**src/verilog/ctr_pkg.sv**
```systemverilog
// constants and helpers of the serial ascii command responder
// assumes a byte-level uart outside the block on the same 100 MHz clock

package ctr_pkg;

   // -------------------------------------------------------------------------
   // characters
   // -------------------------------------------------------------------------
   localparam logic [7:0] CH_QUERY_START = 8'h24;
   localparam logic [7:0] CH_RANGE_CMD   = 8'h52;
   localparam logic [7:0] CH_ACK         = 8'h21;
   localparam logic [7:0] CH_NAK         = 8'h2d;
   localparam logic [7:0] CH_CR          = 8'h0d;
   localparam logic [7:0] CH_HASH        = 8'h23;
   localparam logic [7:0] CH_ZERO        = 8'h30;
   localparam logic [7:0] CH_ONE         = 8'h31;
   localparam logic [23:0] SIMPLE_PREFIX = 24'h3e2a2a;
   localparam logic [7:0] CMD_PRESSURE   = 8'h4d;
   localparam logic [7:0] CMD_TEMP       = 8'h43;
   localparam logic [7:0] CMD_ZERO       = 8'h5a;
   localparam logic [7:0] CMD_CORRECT    = 8'h4e;
   localparam logic [7:0] CMD_VALVE      = 8'h4f;
   localparam logic [7:0] CMD_VERSION    = 8'h49;
   localparam logic [7:0] CKSUM_ON_FIELD = 8'h40;

   // -------------------------------------------------------------------------
   // lengths and counts
   // -------------------------------------------------------------------------
   localparam int RANGE_CHARS   = 28;
   localparam int VERSION_CHARS = 6;
   localparam int BODY_DEPTH    = 32;
   localparam int RX_DEPTH      = 8;
   localparam logic [3:0] QUERY_LEN_PLAIN = 4'h4;
   localparam logic [3:0] QUERY_LEN_SUM   = 4'h6;
   localparam logic [5:0] RANGE_REPLY_LEN = 6'h1f;
   localparam logic [5:0] PRESS_REPLY_LEN = 6'h08;
   localparam logic [5:0] TEMP_REPLY_LEN  = 6'h04;
   localparam logic [5:0] ACK_REPLY_LEN   = 6'h01;
   localparam logic [5:0] VER_REPLY_LEN   = 6'h06;
   localparam int CLK_HZ        = 100000000;
   localparam int BAUD_RATE     = 9600;
   localparam int OVERSAMPLE    = 16;
   localparam logic [9:0] BAUD_DIV = 10'(CLK_HZ / (BAUD_RATE * OVERSAMPLE));

   // -------------------------------------------------------------------------
   // hex helpers
   // -------------------------------------------------------------------------
   function automatic logic [7:0] ctr_hex_char(input logic [3:0] v);
      return (v < 4'ha) ? (8'h30 + {4'h0, v}) : (8'h37 + {4'h0, v});
   endfunction

   // bit 4 flags a legal hex digit
   function automatic logic [4:0] ctr_hex_val(input logic [7:0] c);
      logic [4:0] r;
      r = 5'h00;
      if (c >= 8'h30 && c <= 8'h39) r = {1'b1, c[3:0]};
      else if ((c >= 8'h41 && c <= 8'h46) || (c >= 8'h61 && c <= 8'h66))
         r = {1'b1, 4'(c[3:0] + 4'h9)};
      return r;
   endfunction

endpackage

```
**src/verilog/ctr_frame_if.sv**
```systemverilog
// carrier between the command decoder and the reply sender
// assumes both ends sit on the same clock
`timescale 1ns/1ps

interface ctr_frame_if;
   logic                 start;
   logic [5:0]           len;
   logic [31:0][7:0]     body;
   logic                 add_sum;
   logic [7:0]           term;
   logic                 busy;

   modport src (output start, output len, output body, output add_sum, output term,
                input busy);
   modport snk (input start, input len, input body, input add_sum, input term,
                output busy);
endinterface

```
**src/verilog/ctr_reply_sender.sv**
```systemverilog
// streams a reply body, optional checksum pair and terminator as bytes
// assumes the body stays stable while busy is high
`timescale 1ns/1ps

module ctr_reply_sender (
   // clock and reset
   input  wire logic       i_sys_clk,
   input  wire logic       i_sys_rst,
   // frame request
   ctr_frame_if.snk        frm,
   // byte stream out
   output logic [7:0]      o_tx_data,
   output logic            o_tx_valid,
   input  wire logic       i_tx_ready
);

   typedef enum logic [2:0] {ST_IDLE, ST_BODY, ST_SUM_HI, ST_SUM_LO, ST_TERM} ctr_snd_st_t;

   typedef struct packed {
      ctr_snd_st_t st;
      logic [5:0]  idx;
      logic [7:0]  sum;
      logic [7:0]  data;
      logic        valid;
   } ctr_snd_t;

   ctr_snd_t s;
   ctr_snd_t next_s;
   logic [7:0] sum_now;
   logic [5:0] idx_nxt;

   // -------------------------------------------------------------------------
   // sequencing
   // -------------------------------------------------------------------------
   always_comb begin
      next_s  = s;
      sum_now = 8'(s.sum + s.data);
      idx_nxt = 6'(s.idx + 6'h01);
      case (s.st)
         ST_IDLE: begin
            if (frm.start) begin
               next_s.st    = ST_BODY;
               next_s.idx   = 6'h00;
               next_s.sum   = 8'h00;
               next_s.data  = frm.body[31];
               next_s.valid = 1'b1;
            end
         end
         ST_BODY: begin
            if (i_tx_ready) begin
               next_s.sum = sum_now;
               next_s.idx = idx_nxt;
               if (idx_nxt < frm.len) begin
                  next_s.data = frm.body[5'(31 - idx_nxt)];
               end else if (frm.add_sum) begin
                  next_s.st   = ST_SUM_HI;
                  next_s.data = ctr_pkg::ctr_hex_char(sum_now[7:4]);
               end else begin
                  next_s.st   = ST_TERM;
                  next_s.data = frm.term;
               end
            end
         end
         ST_SUM_HI: begin
            if (i_tx_ready) begin
               next_s.st   = ST_SUM_LO;
               next_s.data = ctr_pkg::ctr_hex_char(s.sum[3:0]);
            end
         end
         ST_SUM_LO: begin
            if (i_tx_ready) begin
               next_s.st   = ST_TERM;
               next_s.data = frm.term;
            end
         end
         ST_TERM: begin
            if (i_tx_ready) begin
               next_s.st    = ST_IDLE;
               next_s.valid = 1'b0;
            end
         end
         default: begin
            next_s = '0;
         end
      endcase
   end

   always_ff @(posedge i_sys_clk or posedge i_sys_rst) begin
      if (i_sys_rst) begin
         s <= '0;
      end else begin
         s <= next_s;
      end
   end

   assign frm.busy   = (s.st != ST_IDLE);
   assign o_tx_data  = s.data;
   assign o_tx_valid = s.valid;

endmodule

```
**src/verilog/ctr_responder.sv**
```systemverilog
// serial ascii command responder: addressed range query and simple protocol
// assumes a byte uart on the same clock delivering bytes with an error flag
`timescale 1ns/1ps

module ctr_responder (
   // clock and reset
   input  wire logic          i_sys_clk,
   input  wire logic          i_sys_rst,
   // received bytes from the uart
   input  wire logic [7:0]    i_rx_data,
   input  wire logic          i_rx_valid,
   input  wire logic          i_rx_error,
   // transmitted bytes to the uart
   output logic [7:0]         o_tx_data,
   output logic               o_tx_valid,
   input  wire logic          i_tx_ready,
   // 16x oversample enable for the uart
   output logic               o_baud_tick,
   // configuration
   input  wire logic          i_simple_protocol,
   input  wire logic [7:0]    i_station_address,
   input  wire logic [7:0]    i_checksum_enable_field,
   // measurement data, text first character in the top byte
   input  wire logic [23:0]   i_pressure_mag,
   input  wire logic          i_pressure_neg,
   input  wire logic [15:0]   i_temperature,
   input  wire logic [223:0]  i_range_text,
   input  wire logic [47:0]   i_version_text,
   // variant and valve status
   input  wire logic          i_absolute_variant,
   input  wire logic          i_display_variant,
   input  wire logic          i_valve_fitted,
   input  wire logic          i_caps_charged,
   // local zeroing pushbutton pin
   input  wire logic          i_zero_button,
   // offset actions toward the measurement path
   output logic               o_offset_zero,
   output logic               o_offset_correct,
   output logic               o_valve_zero
);

   // -------------------------------------------------------------------------
   // state
   // -------------------------------------------------------------------------
   typedef struct packed {
      // addressed frame capture
      logic [7:0][7:0]  rxb;
      logic [3:0]       rxn;
      logic             rx_bad;

      // simple match window, newest byte lowest
      logic [31:0]      win;

      // reply for the sender, first character on top
      logic [31:0][7:0] body;
      logic [5:0]       len;
      logic             add_sum;
      logic [7:0]       term;
      logic             start;

      // button synchroniser and edge stage
      logic [2:0]       btn;

      // one-cycle strobes
      logic             zero;
      logic             corr;
      logic             valve;

      // uart oversample divider
      logic [9:0]       baud;
      logic             tick;
   } ctr_core_t;

   ctr_core_t s;
   ctr_core_t next_s;

   ctr_frame_if frm ();

   logic       cs_en;
   logic       zero_blocked;
   logic       btn_edge;

   // decoded hex digits, bit 4 set for a legal digit
   logic [4:0] addr_hi;
   logic [4:0] addr_lo;
   logic [4:0] sum_hi;
   logic [4:0] sum_lo;
   logic [7:0] query_sum;
   logic       addr_ok;
   logic       sum_ok;
   logic       query_ok;

   // -------------------------------------------------------------------------
   // decode helpers
   // -------------------------------------------------------------------------
   assign cs_en        = (i_checksum_enable_field == ctr_pkg::CKSUM_ON_FIELD);
   assign zero_blocked = i_absolute_variant | i_display_variant;
   assign btn_edge     = s.btn[1] & ~s.btn[2];

   assign addr_hi   = ctr_pkg::ctr_hex_val(s.rxb[1]);
   assign addr_lo   = ctr_pkg::ctr_hex_val(s.rxb[2]);
   assign sum_hi    = ctr_pkg::ctr_hex_val(s.rxb[4]);
   assign sum_lo    = ctr_pkg::ctr_hex_val(s.rxb[5]);
   assign query_sum = 8'(s.rxb[0] + s.rxb[1] + s.rxb[2] + s.rxb[3]);

   // full 00..ff address compare, both digits must be hex
   assign addr_ok = addr_hi[4] & addr_lo[4] &
                    ({addr_hi[3:0], addr_lo[3:0]} == i_station_address);

   // without checksum a frame carrying extra characters is a syntax error
   assign sum_ok = cs_en ?
                   ((s.rxn == ctr_pkg::QUERY_LEN_SUM) & sum_hi[4] & sum_lo[4] &
                    ({sum_hi[3:0], sum_lo[3:0]} == query_sum)) :
                   (s.rxn == ctr_pkg::QUERY_LEN_PLAIN);

   assign query_ok = ~s.rx_bad & (s.rxb[0] == ctr_pkg::CH_QUERY_START) &
                     (s.rxb[3] == ctr_pkg::CH_RANGE_CMD) & addr_ok & sum_ok;

   // -------------------------------------------------------------------------
   // next state
   // -------------------------------------------------------------------------
   always_comb begin
      // strobes default low, so each action lasts one cycle
      next_s       = s;
      next_s.start = 1'b0;
      next_s.zero  = 1'b0;
      next_s.corr  = 1'b0;
      next_s.valve = 1'b0;
      next_s.tick  = 1'b0;

      // uart oversample divider
      if (s.baud == 10'(ctr_pkg::BAUD_DIV - 10'h001)) begin
         next_s.baud = 10'h000;
         next_s.tick = 1'b1;
      end else begin
         next_s.baud = 10'(s.baud + 10'h001);
      end

      // pushbutton: two-stage sync, then edge detect on the second stage
      next_s.btn = {s.btn[1], s.btn[0], i_zero_button};
      if (btn_edge && !zero_blocked) begin
         next_s.zero = 1'b1;
      end

      // the protocol select decides which parser sees the byte
      if (i_rx_valid && i_simple_protocol) begin
         next_s.win = {s.win[23:0], i_rx_data};
         // simple-protocol replies go out only here, as answers to a complete request
         if (s.win[23:0] == ctr_pkg::SIMPLE_PREFIX && !frm.busy) begin
            next_s.win     = 32'h0000_0000;
            next_s.add_sum = 1'b0;
            next_s.term    = ctr_pkg::CH_HASH;

            case (i_rx_data)
               // sign pair first, point implied after the fourth digit
               ctr_pkg::CMD_PRESSURE: begin
                  next_s.body[31] = ctr_pkg::CH_ZERO;
                  next_s.body[30] = i_pressure_neg ? ctr_pkg::CH_ONE : ctr_pkg::CH_ZERO;
                  for (int k = 0; k < 6; k++) begin
                     next_s.body[29 - k] = ctr_pkg::ctr_hex_char(i_pressure_mag[23 - 4 * k -: 4]);
                  end
                  next_s.len   = ctr_pkg::PRESS_REPLY_LEN;
                  next_s.start = 1'b1;
               end

               // raw reading, the host does the scaling
               ctr_pkg::CMD_TEMP: begin
                  for (int k = 0; k < 4; k++) begin
                     next_s.body[31 - k] = ctr_pkg::ctr_hex_char(i_temperature[15 - 4 * k -: 4]);
                  end
                  next_s.len   = ctr_pkg::TEMP_REPLY_LEN;
                  next_s.start = 1'b1;
               end

               ctr_pkg::CMD_ZERO: begin
                  // blocked variants stay silent and keep their stored offset
                  if (!zero_blocked) begin
                     next_s.zero     = 1'b1;
                     next_s.body[31] = ctr_pkg::CH_ACK;
                     next_s.len      = ctr_pkg::ACK_REPLY_LEN;
                     next_s.start    = 1'b1;
                  end
               end

               // correction is allowed in every variant
               ctr_pkg::CMD_CORRECT: begin
                  next_s.corr     = 1'b1;
                  next_s.body[31] = ctr_pkg::CH_ACK;
                  next_s.len      = ctr_pkg::ACK_REPLY_LEN;
                  next_s.start    = 1'b1;
               end

               // a refusal still answers, but sends no strobe
               ctr_pkg::CMD_VALVE: begin
                  next_s.valve    = i_valve_fitted & i_caps_charged;
                  next_s.body[31] = (i_valve_fitted & i_caps_charged) ?
                                    ctr_pkg::CH_ACK : ctr_pkg::CH_NAK;
                  next_s.len      = ctr_pkg::ACK_REPLY_LEN;
                  next_s.start    = 1'b1;
               end

               ctr_pkg::CMD_VERSION: begin
                  for (int k = 0; k < ctr_pkg::VERSION_CHARS; k++) begin
                     next_s.body[31 - k] = i_version_text[47 - 8 * k -: 8];
                  end
                  next_s.len   = ctr_pkg::VER_REPLY_LEN;
                  next_s.start = 1'b1;
               end

               // window is already cleared, nothing goes out
               default: begin
                  next_s.start = 1'b0;
               end
            endcase
         end
      end else if (i_rx_valid) begin
         if (i_rx_data == ctr_pkg::CH_CR) begin
            // any failed check drops the frame with no reply at all
            if (query_ok && !i_rx_error && !frm.busy) begin
               next_s.body[31] = ctr_pkg::CH_ACK;
               next_s.body[30] = ctr_pkg::ctr_hex_char(i_station_address[7:4]);
               next_s.body[29] = ctr_pkg::ctr_hex_char(i_station_address[3:0]);
               for (int k = 0; k < ctr_pkg::RANGE_CHARS; k++) begin
                  next_s.body[28 - k] = i_range_text[223 - 8 * k -: 8];
               end
               next_s.len     = ctr_pkg::RANGE_REPLY_LEN;
               next_s.add_sum = cs_en;
               next_s.term    = ctr_pkg::CH_CR;
               next_s.start   = 1'b1;
            end

            // a terminator always ends the frame
            next_s.rxn    = 4'h0;
            next_s.rx_bad = 1'b0;
         end else if (i_rx_data == ctr_pkg::CH_QUERY_START) begin
            // a start delimiter resynchronises after line noise
            next_s.rxb[0] = i_rx_data;
            next_s.rxn    = 4'h1;
            next_s.rx_bad = i_rx_error;
         end else begin
            // an overlong frame is poisoned, not wrapped
            if (s.rxn < 4'(ctr_pkg::RX_DEPTH)) begin
               next_s.rxb[s.rxn[2:0]] = i_rx_data;
               next_s.rxn             = 4'(s.rxn + 4'h1);
            end else begin
               next_s.rx_bad = 1'b1;
            end

            if (i_rx_error) begin
               next_s.rx_bad = 1'b1;
            end
         end
      end
   end

   // one register holds the whole core state
   always_ff @(posedge i_sys_clk or posedge i_sys_rst) begin
      if (i_sys_rst) begin
         s <= '0;
      end else begin
         s <= next_s;
      end
   end

   // -------------------------------------------------------------------------
   // reply sender
   // -------------------------------------------------------------------------
   assign frm.start   = s.start;
   assign frm.len     = s.len;
   assign frm.body    = s.body;
   assign frm.add_sum = s.add_sum;
   assign frm.term    = s.term;

   // body, len and term are read live, so they change only while idle
   ctr_reply_sender u_sender (
      .i_sys_clk  (i_sys_clk),
      .i_sys_rst  (i_sys_rst),
      .frm        (frm.snk),
      .o_tx_data  (o_tx_data),
      .o_tx_valid (o_tx_valid),
      .i_tx_ready (i_tx_ready)
   );

   // strobes and tick leave straight from flip-flops
   assign o_baud_tick      = s.tick;
   assign o_offset_zero    = s.zero;
   assign o_offset_correct = s.corr;
   assign o_valve_zero     = s.valve;

endmodule

```
**config.mk**
```make
export PLATFORM = sky130hd
export DESIGN_NAME = ctr_responder
export DESIGN_NICKNAME = d
export VERILOG_FILES = /design/src/verilog/ctr_pkg.sv /design/src/verilog/ctr_frame_if.sv /design/src/verilog/ctr_reply_sender.sv /design/src/verilog/ctr_responder.sv
export SDC_FILE = /design/constraint.sdc
export NUM_CORES = 1
export LEC_CHECK = 0
export BUFFER_PORTS_ARGS = -buffer_cell sky130_fd_sc_hd__buf_2
export CAP_MARGIN = 20
export CELL_PAD_IN_SITES_DETAIL_PLACEMENT = 1
export CELL_PAD_IN_SITES_GLOBAL_PLACEMENT = 1
export CORE_MARGIN = 2
export CORE_UTILIZATION = 34
export CTS_CLUSTER_SIZE = 20
export DETAILED_ROUTE_END_ITERATION = 8
export GPL_TIMING_DRIVEN = 0
export HOLD_SLACK_MARGIN = 0.08
export PLACE_DENSITY = 0.75
export SLEW_MARGIN = 40
export SYNTH_ARGS = -nofsm -noshare
export SYNTH_HDL_FRONTEND = slang
export SYNTH_HIERARCHICAL = 1
export SYNTH_SLANG_ARGS = --single-unit
```
**constraint.sdc**
```tcl
create_clock -name i_sys_clk -period 20.8 [get_ports i_sys_clk]
set_input_delay 2.08 -clock i_sys_clk [delete_from_list [all_inputs] [get_ports i_sys_clk]]
set_output_delay 2.08 -clock i_sys_clk [all_outputs]
set_load 0.01 [all_outputs]
```
==> results of run 1 <==
==> report_power, final <==
group	internal, mW	leakage, nW	switching, mW	total, mW
Clock	0.496	0.775	0.355	0.852
Sequential	0.770	5.11	0.0397	0.809
Combinational	0.251	7.10	0.423	0.674
Total	1.52	13.0	0.818	2.34
==> metrics by stage <==
step                instance area (um^2)  setup slack [ps]  hold WS (ps)
finish                             26000             15510           357
global route                       26000             15290           366
CTS                                26000             15500           359
detailed placement                 24400             14870           343
global placement                   24200              5080           337
floorplan                          21400              8960           331
==> synthesized netlist by cell type, types with 34 or more instances <==
master and number:
nand2_1 680, dfrtp_1 378, a21oi_1 97, inv_1 91, o21ai_0 71, nor2_1 70, clkbuf_1 69, mux4_2 68
mux2_2 56, ha_1 50, a22o_1 41, xnor2_1 41, buf_2 37, nor3_1 34
==> layer usage <==
metal | share of wire | routed length [um]
met3 | 0.061 | 5320
met2 | 0.47 | 40600
met5 | 0.00086 | 75
met1 | 0.43 | 37800
met4 | 0.037 | 3190
==> registers in the layout, indices dropped and copies added, names as in the netlist <==
signal	cells
frm.body	248
o_offset_correct	1
frm.add_sum	1
o_offset_zero	1
s	88
o_baud_tick	1
frm.start	1
u_sender/s	17
u_sender/o_tx_valid	1
frm.term	3
frm.len	5
o_valve_zero	1
next_s	2
u_sender/o_tx_data	8
==> final cells by class <==
type,count,area share
Antenna cell,9,0.000866
Tap cell,837,0.0402
Clock inverter,25,0.0118
Sequential cell,378,0.364
Buffer,124,0.0226
Multi-Input combinational cell,1627,0.424
Timing Repair Buffer,363,0.0734
Inverter,92,0.0136
Clock buffer,61,0.0499
==> final timing paths <==
check,start,to,slack [ps],cells after the start
worst min register to register,next_s[15],next_s[16],360,0
worst max-delay path,s[327],frm.body[93],15510,19
min in group asynchronous,i_sys_rst,frm.body[62],1580,2
max in group asynchronous,i_sys_rst,s[3],18360,3
worst max register to register,s[327],frm.body[93],15510,19
worst min-delay path,next_s[15],next_s[16],360,0
==> logic make-up after synthesis <==
group / synth area share
AND/OR/NAND/NOR: 0.194
multiplexers: 0.125
AO/OA/AOI/OAI: 0.127
adder cells (fa/ha/maj): 0.0434
XOR/XNOR: 0.0244
buffers and inverters: 0.0433
flip-flops: 0.443
other: 0.000176
==> flow_metrics.py, run 1 <==
metrics = {
    "sta": {
        "max-slew-margin-rel": 0.384,
        "fin_crit_ps": 5290,
        "final-setup-viol-count": 0,
        "clock.fmax_mhz": 189,
        "worst_slew_pin_slew_ps": 920,
        "finalHoldViolCount": 0,
        "tns_ps": 0,
        "rsz0062_at_grt": "false",
        "slew_viol_final": 0,
        "fin_crit_sh": 0.254,
        "finalClockSkew_ps": 48.7,
    },
    "finish": {
        "nets": 3045,
        "finalNonFillerCells": 3516,
        "final_cell_mix": "680 x nand2_1, 396 x buf_2, 378 x dfrtp_1",
        "n_fill_cell": 7254,
        "drive_above_1_share": 0.253,
        "regArea_um2": 9460,
        "syn2layout_area_growth_pct": 21.9,
        "multi_input_area_um2": 11000,
        "final_common_cell": "nand2_1",
        "postLayoutCoreUtil": 0.420,
    },
    "clocking": {
        "post_cts_buffers": 0,
        "clock_sinks": 378,
        "cts_made_buffers": 46,
        "cts_tree": "yes",
        "cts-root-buf": "clkbuf_16",
        "cts_resized": 0,
        "clock_path_buffers": 3,
        "hold_buffers": 0,
        "clk_pin_slew_ps": 60,
        "htree_levels": 2,
        "clkLatencyLatePin_ps": 620,
    },
    "critical_path": {
        "slowest_delay_ps": 550,
        "critPathArrivalTime_ps": 5830,
        "required_ps": 21340,
        "end_kind": "flip-flop",
        "critical_path.top_delay_family": "adder cells",
        "crit_slowest_cell": "fa_1",
        "crit_chain": "fa_1, inv_1, fa_1, inv_1, ha_1, inv_1, fa_1, nand2b_1, a21oi_1, o22ai_1, xnor3_1, nor4_4, a31oi_4, or2_1, clkbuf_1, buf_2, clkbuf_1, nand2_1, nand2_1",
        "cp_num_buf_inv": 6,
        "cp_max_fo": 10,
        "cp-start-kind": "flip-flop",
        "worstSetupPathType": "reg2reg",
    },
    "logic_synthesis": {
        "synth_top_area_share": 0.443,
        "async_reset_ff_frac": 1.00,
        "synth_area_leaders": "dfrtp_1 44%, nand2_1 12%, mux4_2 7.2%",
        "synth_edf_count": 0,
        "avgSynthCellArea_um2": 9.67,
        "synth.distinct_cells": 101,
        "syn_inst": 2207,
        "netlist_area_um2": 21300,
        "ys_ff_latch": 378,
        "yosysSeqAreaShare": 0.443,
        "ys.flop_type": "dfrtp_1",
        "synth.yosys.warnings": 6,
        "synth.largest_area_cell": "dfrtp_1",
    },
    "drt": {
        "routed_wirelength_um": 87000,
        "via_per_inst": 5.51,
        "num_vias": 19400,
        "antenna_left": 0,
        "drcViolationCount": 0,
        "wl_per_cell_um": 24.7,
        "drtIter0Drc": 1398,
        "firstDrtPassIters": 5,
    },
    "global_routing": {
        "grt_use_met2": 0.430,
        "busiest_layer": "met2",
        "grt-ovfl-total": 0,
        "grt_max_degree": 81,
        "antenna_found_initial": 13,
        "grt_use_met3": 0.0503,
        "use_met1": 0.358,
        "grt_use_total": 0.267,
        "grt_pass1_wl_um": 128000,
        "grt_pass1_vias": 20400,
    },
    "placement": {
        "place.gp.congestion": 0.902,
        "dp.cells": 3421,
        "numPortBuffers": 358,
        "hpwl_um": 67500,
    },
    "worst_hold_path": {
        "hold_class": "reg2reg",
    },
    "power_and_ir_drop": {
        "p_leak_nw": 13.0,
        "powerDensity_nw_per_um2": 89.7,
        "ir_drop_v": 0.0000895,
        "power_mw": 2.34,
    },
    "floorplanning": {
        "io_pins": 361,
        "die_h_um": 255,
        "core_um2": 61900,
        "start_util": 0.345,
        "die_area_um2": 64800,
        "die_w_um": 255,
        "fp-row-count": 91,
    },
    "flow_run": {
        "cap_violations": 0,
    },
    "run_status": {
        "status": "finished clean",
    },
}
(Power assumes the default switching activity.)
==> run 2: changes to the inputs <==
--- a/config.mk
+++ b/config.mk
@@ -5,6 +5,7 @@
 export SDC_FILE = /design/constraint.sdc
 export NUM_CORES = 1
 export LEC_CHECK = 0
+export ABC_AREA = 1
 export BUFFER_PORTS_ARGS = -buffer_cell sky130_fd_sc_hd__buf_2
 export CAP_MARGIN = 20
 export CELL_PAD_IN_SITES_DETAIL_PLACEMENT = 1
@@ -15,7 +16,7 @@
 export DETAILED_ROUTE_END_ITERATION = 8
 export GPL_TIMING_DRIVEN = 0
 export HOLD_SLACK_MARGIN = 0.08
-export PLACE_DENSITY = 0.75
+export PLACE_DENSITY = 0.81
 export SLEW_MARGIN = 40
 export SYNTH_ARGS = -nofsm -noshare
 export SYNTH_HDL_FRONTEND = slang
==> constraint.sdc (replaced) <==
create_clock -name i_sys_clk -period 4.6 [get_ports i_sys_clk]
set_input_delay 0.46 -clock i_sys_clk [delete_from_list [all_inputs] [get_ports i_sys_clk]]
set_output_delay 0.46 -clock i_sys_clk [all_outputs]
set_load 0.01 [all_outputs]
==> run 2 against run 1 <==
Effect of this change: non-clock buffer count up 147; global-route usage up 2.0 points; via count up 28%; area after synthesis up 6.2%; first-iteration DRC count up 38%; sequential power rose to 5.0 times the previous value; sequential share of layout area down 3.5 points.
==> flow_metrics.py, run 2 <==
metrics = {
    "finish": {
        "postLayoutCoreUtil": 0.437,
        "largest_reg_flops": 248,
        "syn2layout_area_growth_pct": 27.1,
        "nets": 4181,
        "drive_above_1_share": 0.177,
        "final_common_cell": "nand2_1",
        "final_cell_mix": "1412 x nand2_1, 419 x buf_2, 376 x dfrtp_1",
        "n_fill_cell": 8464,
        "finalNonFillerCells": 4676,
    },
    "floorplanning": {
        "io_pins": 361,
        "die_w_um": 262,
        "die_h_um": 262,
        "start_util": 0.344,
        "die_area_um2": 68700,
        "fp-row-count": 94,
        "core_um2": 65900,
    },
    "clocking": {
        "cts_tree": "yes",
        "cts_made_buffers": 45,
        "clock_sinks": 378,
        "htree_levels": 2,
        "clkLatencyLatePin_ps": 630,
        "cts-root-buf": "clkbuf_16",
        "clk_pin_slew_ps": 60,
        "clock_path_buffers": 3,
    },
    "critical_path": {
        "critPathArrivalTime_ps": 4840,
        "cp_num_buf_inv": 6,
        "cp_max_fo": 10,
        "slowest_delay_ps": 520,
        "worstSetupPathType": "reg2reg",
        "crit_chain": "fa_1, inv_1, fa_1, inv_1, ha_1, inv_1, fa_1, inv_1, nand3_1, nand3_1, xor2_1, nand2_1, nand2_1, nand3_1, nor2_1, nand3_2, nand2_4, nand3_4, clkbuf_4, clkbuf_2, nand2_1, nand2_1",
        "critical_path.top_delay_family": "adder cells",
        "crit_slowest_cell": "fa_1",
        "cp-start-kind": "flip-flop",
        "required_ps": 5090,
        "end_kind": "flip-flop",
    },
    "sta": {
        "finalHoldViolCount": 0,
        "finalClockSkew_ps": 66.3,
        "clock.fmax_mhz": 230,
        "final-setup-viol-count": 0,
        "slew_viol_final": 0,
        "max-slew-margin-rel": 0.397,
        "worst_slew_pin_slew_ps": 905,
        "fin_crit_ps": 4340,
        "hold_ws_ps": 88.0,
        "rsz0062_at_grt": "false",
        "fin_crit_sh": 0.944,
    },
    "power_and_ir_drop": {
        "ir_drop_v": 0.000291,
        "p_leak_nw": 15.4,
        "powerDensity_nw_per_um2": 455,
        "power_mw": 13.1,
    },
    "flow_run": {
        "cap_violations": 0,
    },
    "drt": {
        "num_vias": 24700,
        "routed_wirelength_um": 100000,
        "antenna_left": 0,
        "wl_met3_um": 7140,
        "drcViolationCount": 0,
        "drtIter0Drc": 1935,
        "route.met2.wl_um": 48000,
        "maxUsedRoutingLayer": "met5",
        "via_per_inst": 5.28,
        "wl_met1_um": 40200,
        "firstDrtPassIters": 7,
        "wl_per_cell_um": 21.5,
    },
    "logic_synthesis": {
        "synth_most_common_cell": "nand2_1",
        "async_reset_ff_frac": 1.00,
        "ys.flop_type": "dfrtp_1",
        "avgSynthCellArea_um2": 7.05,
        "synth.largest_area_cell": "dfrtp_1",
        "yosysSeqAreaShare": 0.417,
        "netlist_area_um2": 22700,
        "ys_ff_latch": 378,
        "synth.distinct_cells": 65,
        "synth_top_area_share": 0.417,
        "synth.yosys.warnings": 6,
        "synth_edf_count": 0,
        "synth_area_leaders": "dfrtp_1 42%, nand2_1 23%, nand3_1 7.3%",
        "synth_common_cells": "1414 x nand2_1, 378 x dfrtp_1, 332 x nand3_1",
        "syn_inst": 3215,
    },
    "placement": {
        "dp.cells": 4471,
        "numPortBuffers": 360,
        "place.gp.congestion": 0.916,
        "hpwl_um": 74000,
    },
    "run_status": {
        "status": "finished clean",
    },
    "global_routing": {
        "antenna_found_initial": 10,
        "grt_max_degree": 27,
        "grt-ovfl-total": 0,
        "grt_pass1_vias": 25600,
        "grt_pass1_wl_um": 149000,
        "grt_use_total": 0.286,
    },
    "worst_hold_path": {
        "hold_class": "in2reg",
    },
}
==> run 2: area by class of cell <==
cell class              instances  area (um^2)  share of cell area
flip-flops and latches        378         9460               0.329
diodes                          9         22.5            0.000782
plain buffers                 142          793              0.0276
multi-input cells            2414        11400               0.397
repair buffers                492         3340               0.116
clock buffers                  62         1260              0.0438
clock inverters                20          279             0.00969
inverters                     295         1120              0.0390
well taps                     864         1080              0.0375
==> run 2: path summary, 6_finish.rpt <==
check | from | endpoint | slack, ps | cells after the start
setup / recovery | s[343] | frm.body[72] | 260 | 22
hold / removal | i_range_text[161] | frm.body[169] | 90 | 3
setup reg to reg | s[343] | frm.body[72] | 260 | 22
hold reg to reg | next_s[15] | next_s[16] | 360 | 0
max in group asynchronous | i_sys_rst | s[7] | 3160 | 7
min in group asynchronous | i_sys_rst | frm.body[49] | 420 | 3
==> run 2: repair_timing <==
action,4_1_cts,5_1_grt
hold buffers,106,0
endpoints found under the setup margin,212,195
gates resized for setup,3,29
endpoints found under the hold margin,138,0
pin swaps,1,1
setup buffers,3,5
==> run 2: kinds of logic after synthesis <==
group           after synthesis  synth area share
simple gates               2019             0.373
buf+inv                     437            0.0826
flops                       378             0.417
compound gates              290            0.0757
fa+ha+maj                    65            0.0409
xor+xnor                     25           0.00999
other cells                   1          0.000165
==> run 2: metal layers <==
layer	vias up	global-route usage
met1	12100	0.356
met3	264	0.0482
met2	1010	0.480
met4	4	0.142
li1	11300	-
met5	-	0
==> run 2: power breakdown <==
| group | switching [mW] | internal (mW) | leakage [nW] |
|---|---|---|---|
| sequential | 0.379 | 3.66 | 5.11 |
| clock | 1.57 | 2.21 | 0.742 |
| combinational | 3.43 | 1.85 | 9.50 |
==> run 2: worst register-to-register path, stage by stage, from the launching register on <==
cell and delay, ps:
dfrtp_2 460, fa_1 520, inv_1 60, fa_1 440, inv_1 80, ha_1 170, inv_1 70, fa_1 400
inv_1 100, nand3_1 70, nand3_1 130, xor2_1 160, nand2_1 70, nand2_1 60, nand3_1 70, nor2_1 130
nand3_2 150, nand2_4 130, nand3_4 180, clkbuf_4 290, clkbuf_2 250, nand2_1 130, nand2_1 110
==> run 2: metrics by stage <==
step           setup TNS, ps  area, um^2  setup slack (ps)
6_report                   0       28800               256
5_1_grt                    0       28800             0.514
4_1_cts                    0       28700              66.0
3_5_place_dp          -18000       26000              -231
3_3_place_gp        -1041880       25600             -2970
2_1_floorplan        -202180       22700              -574
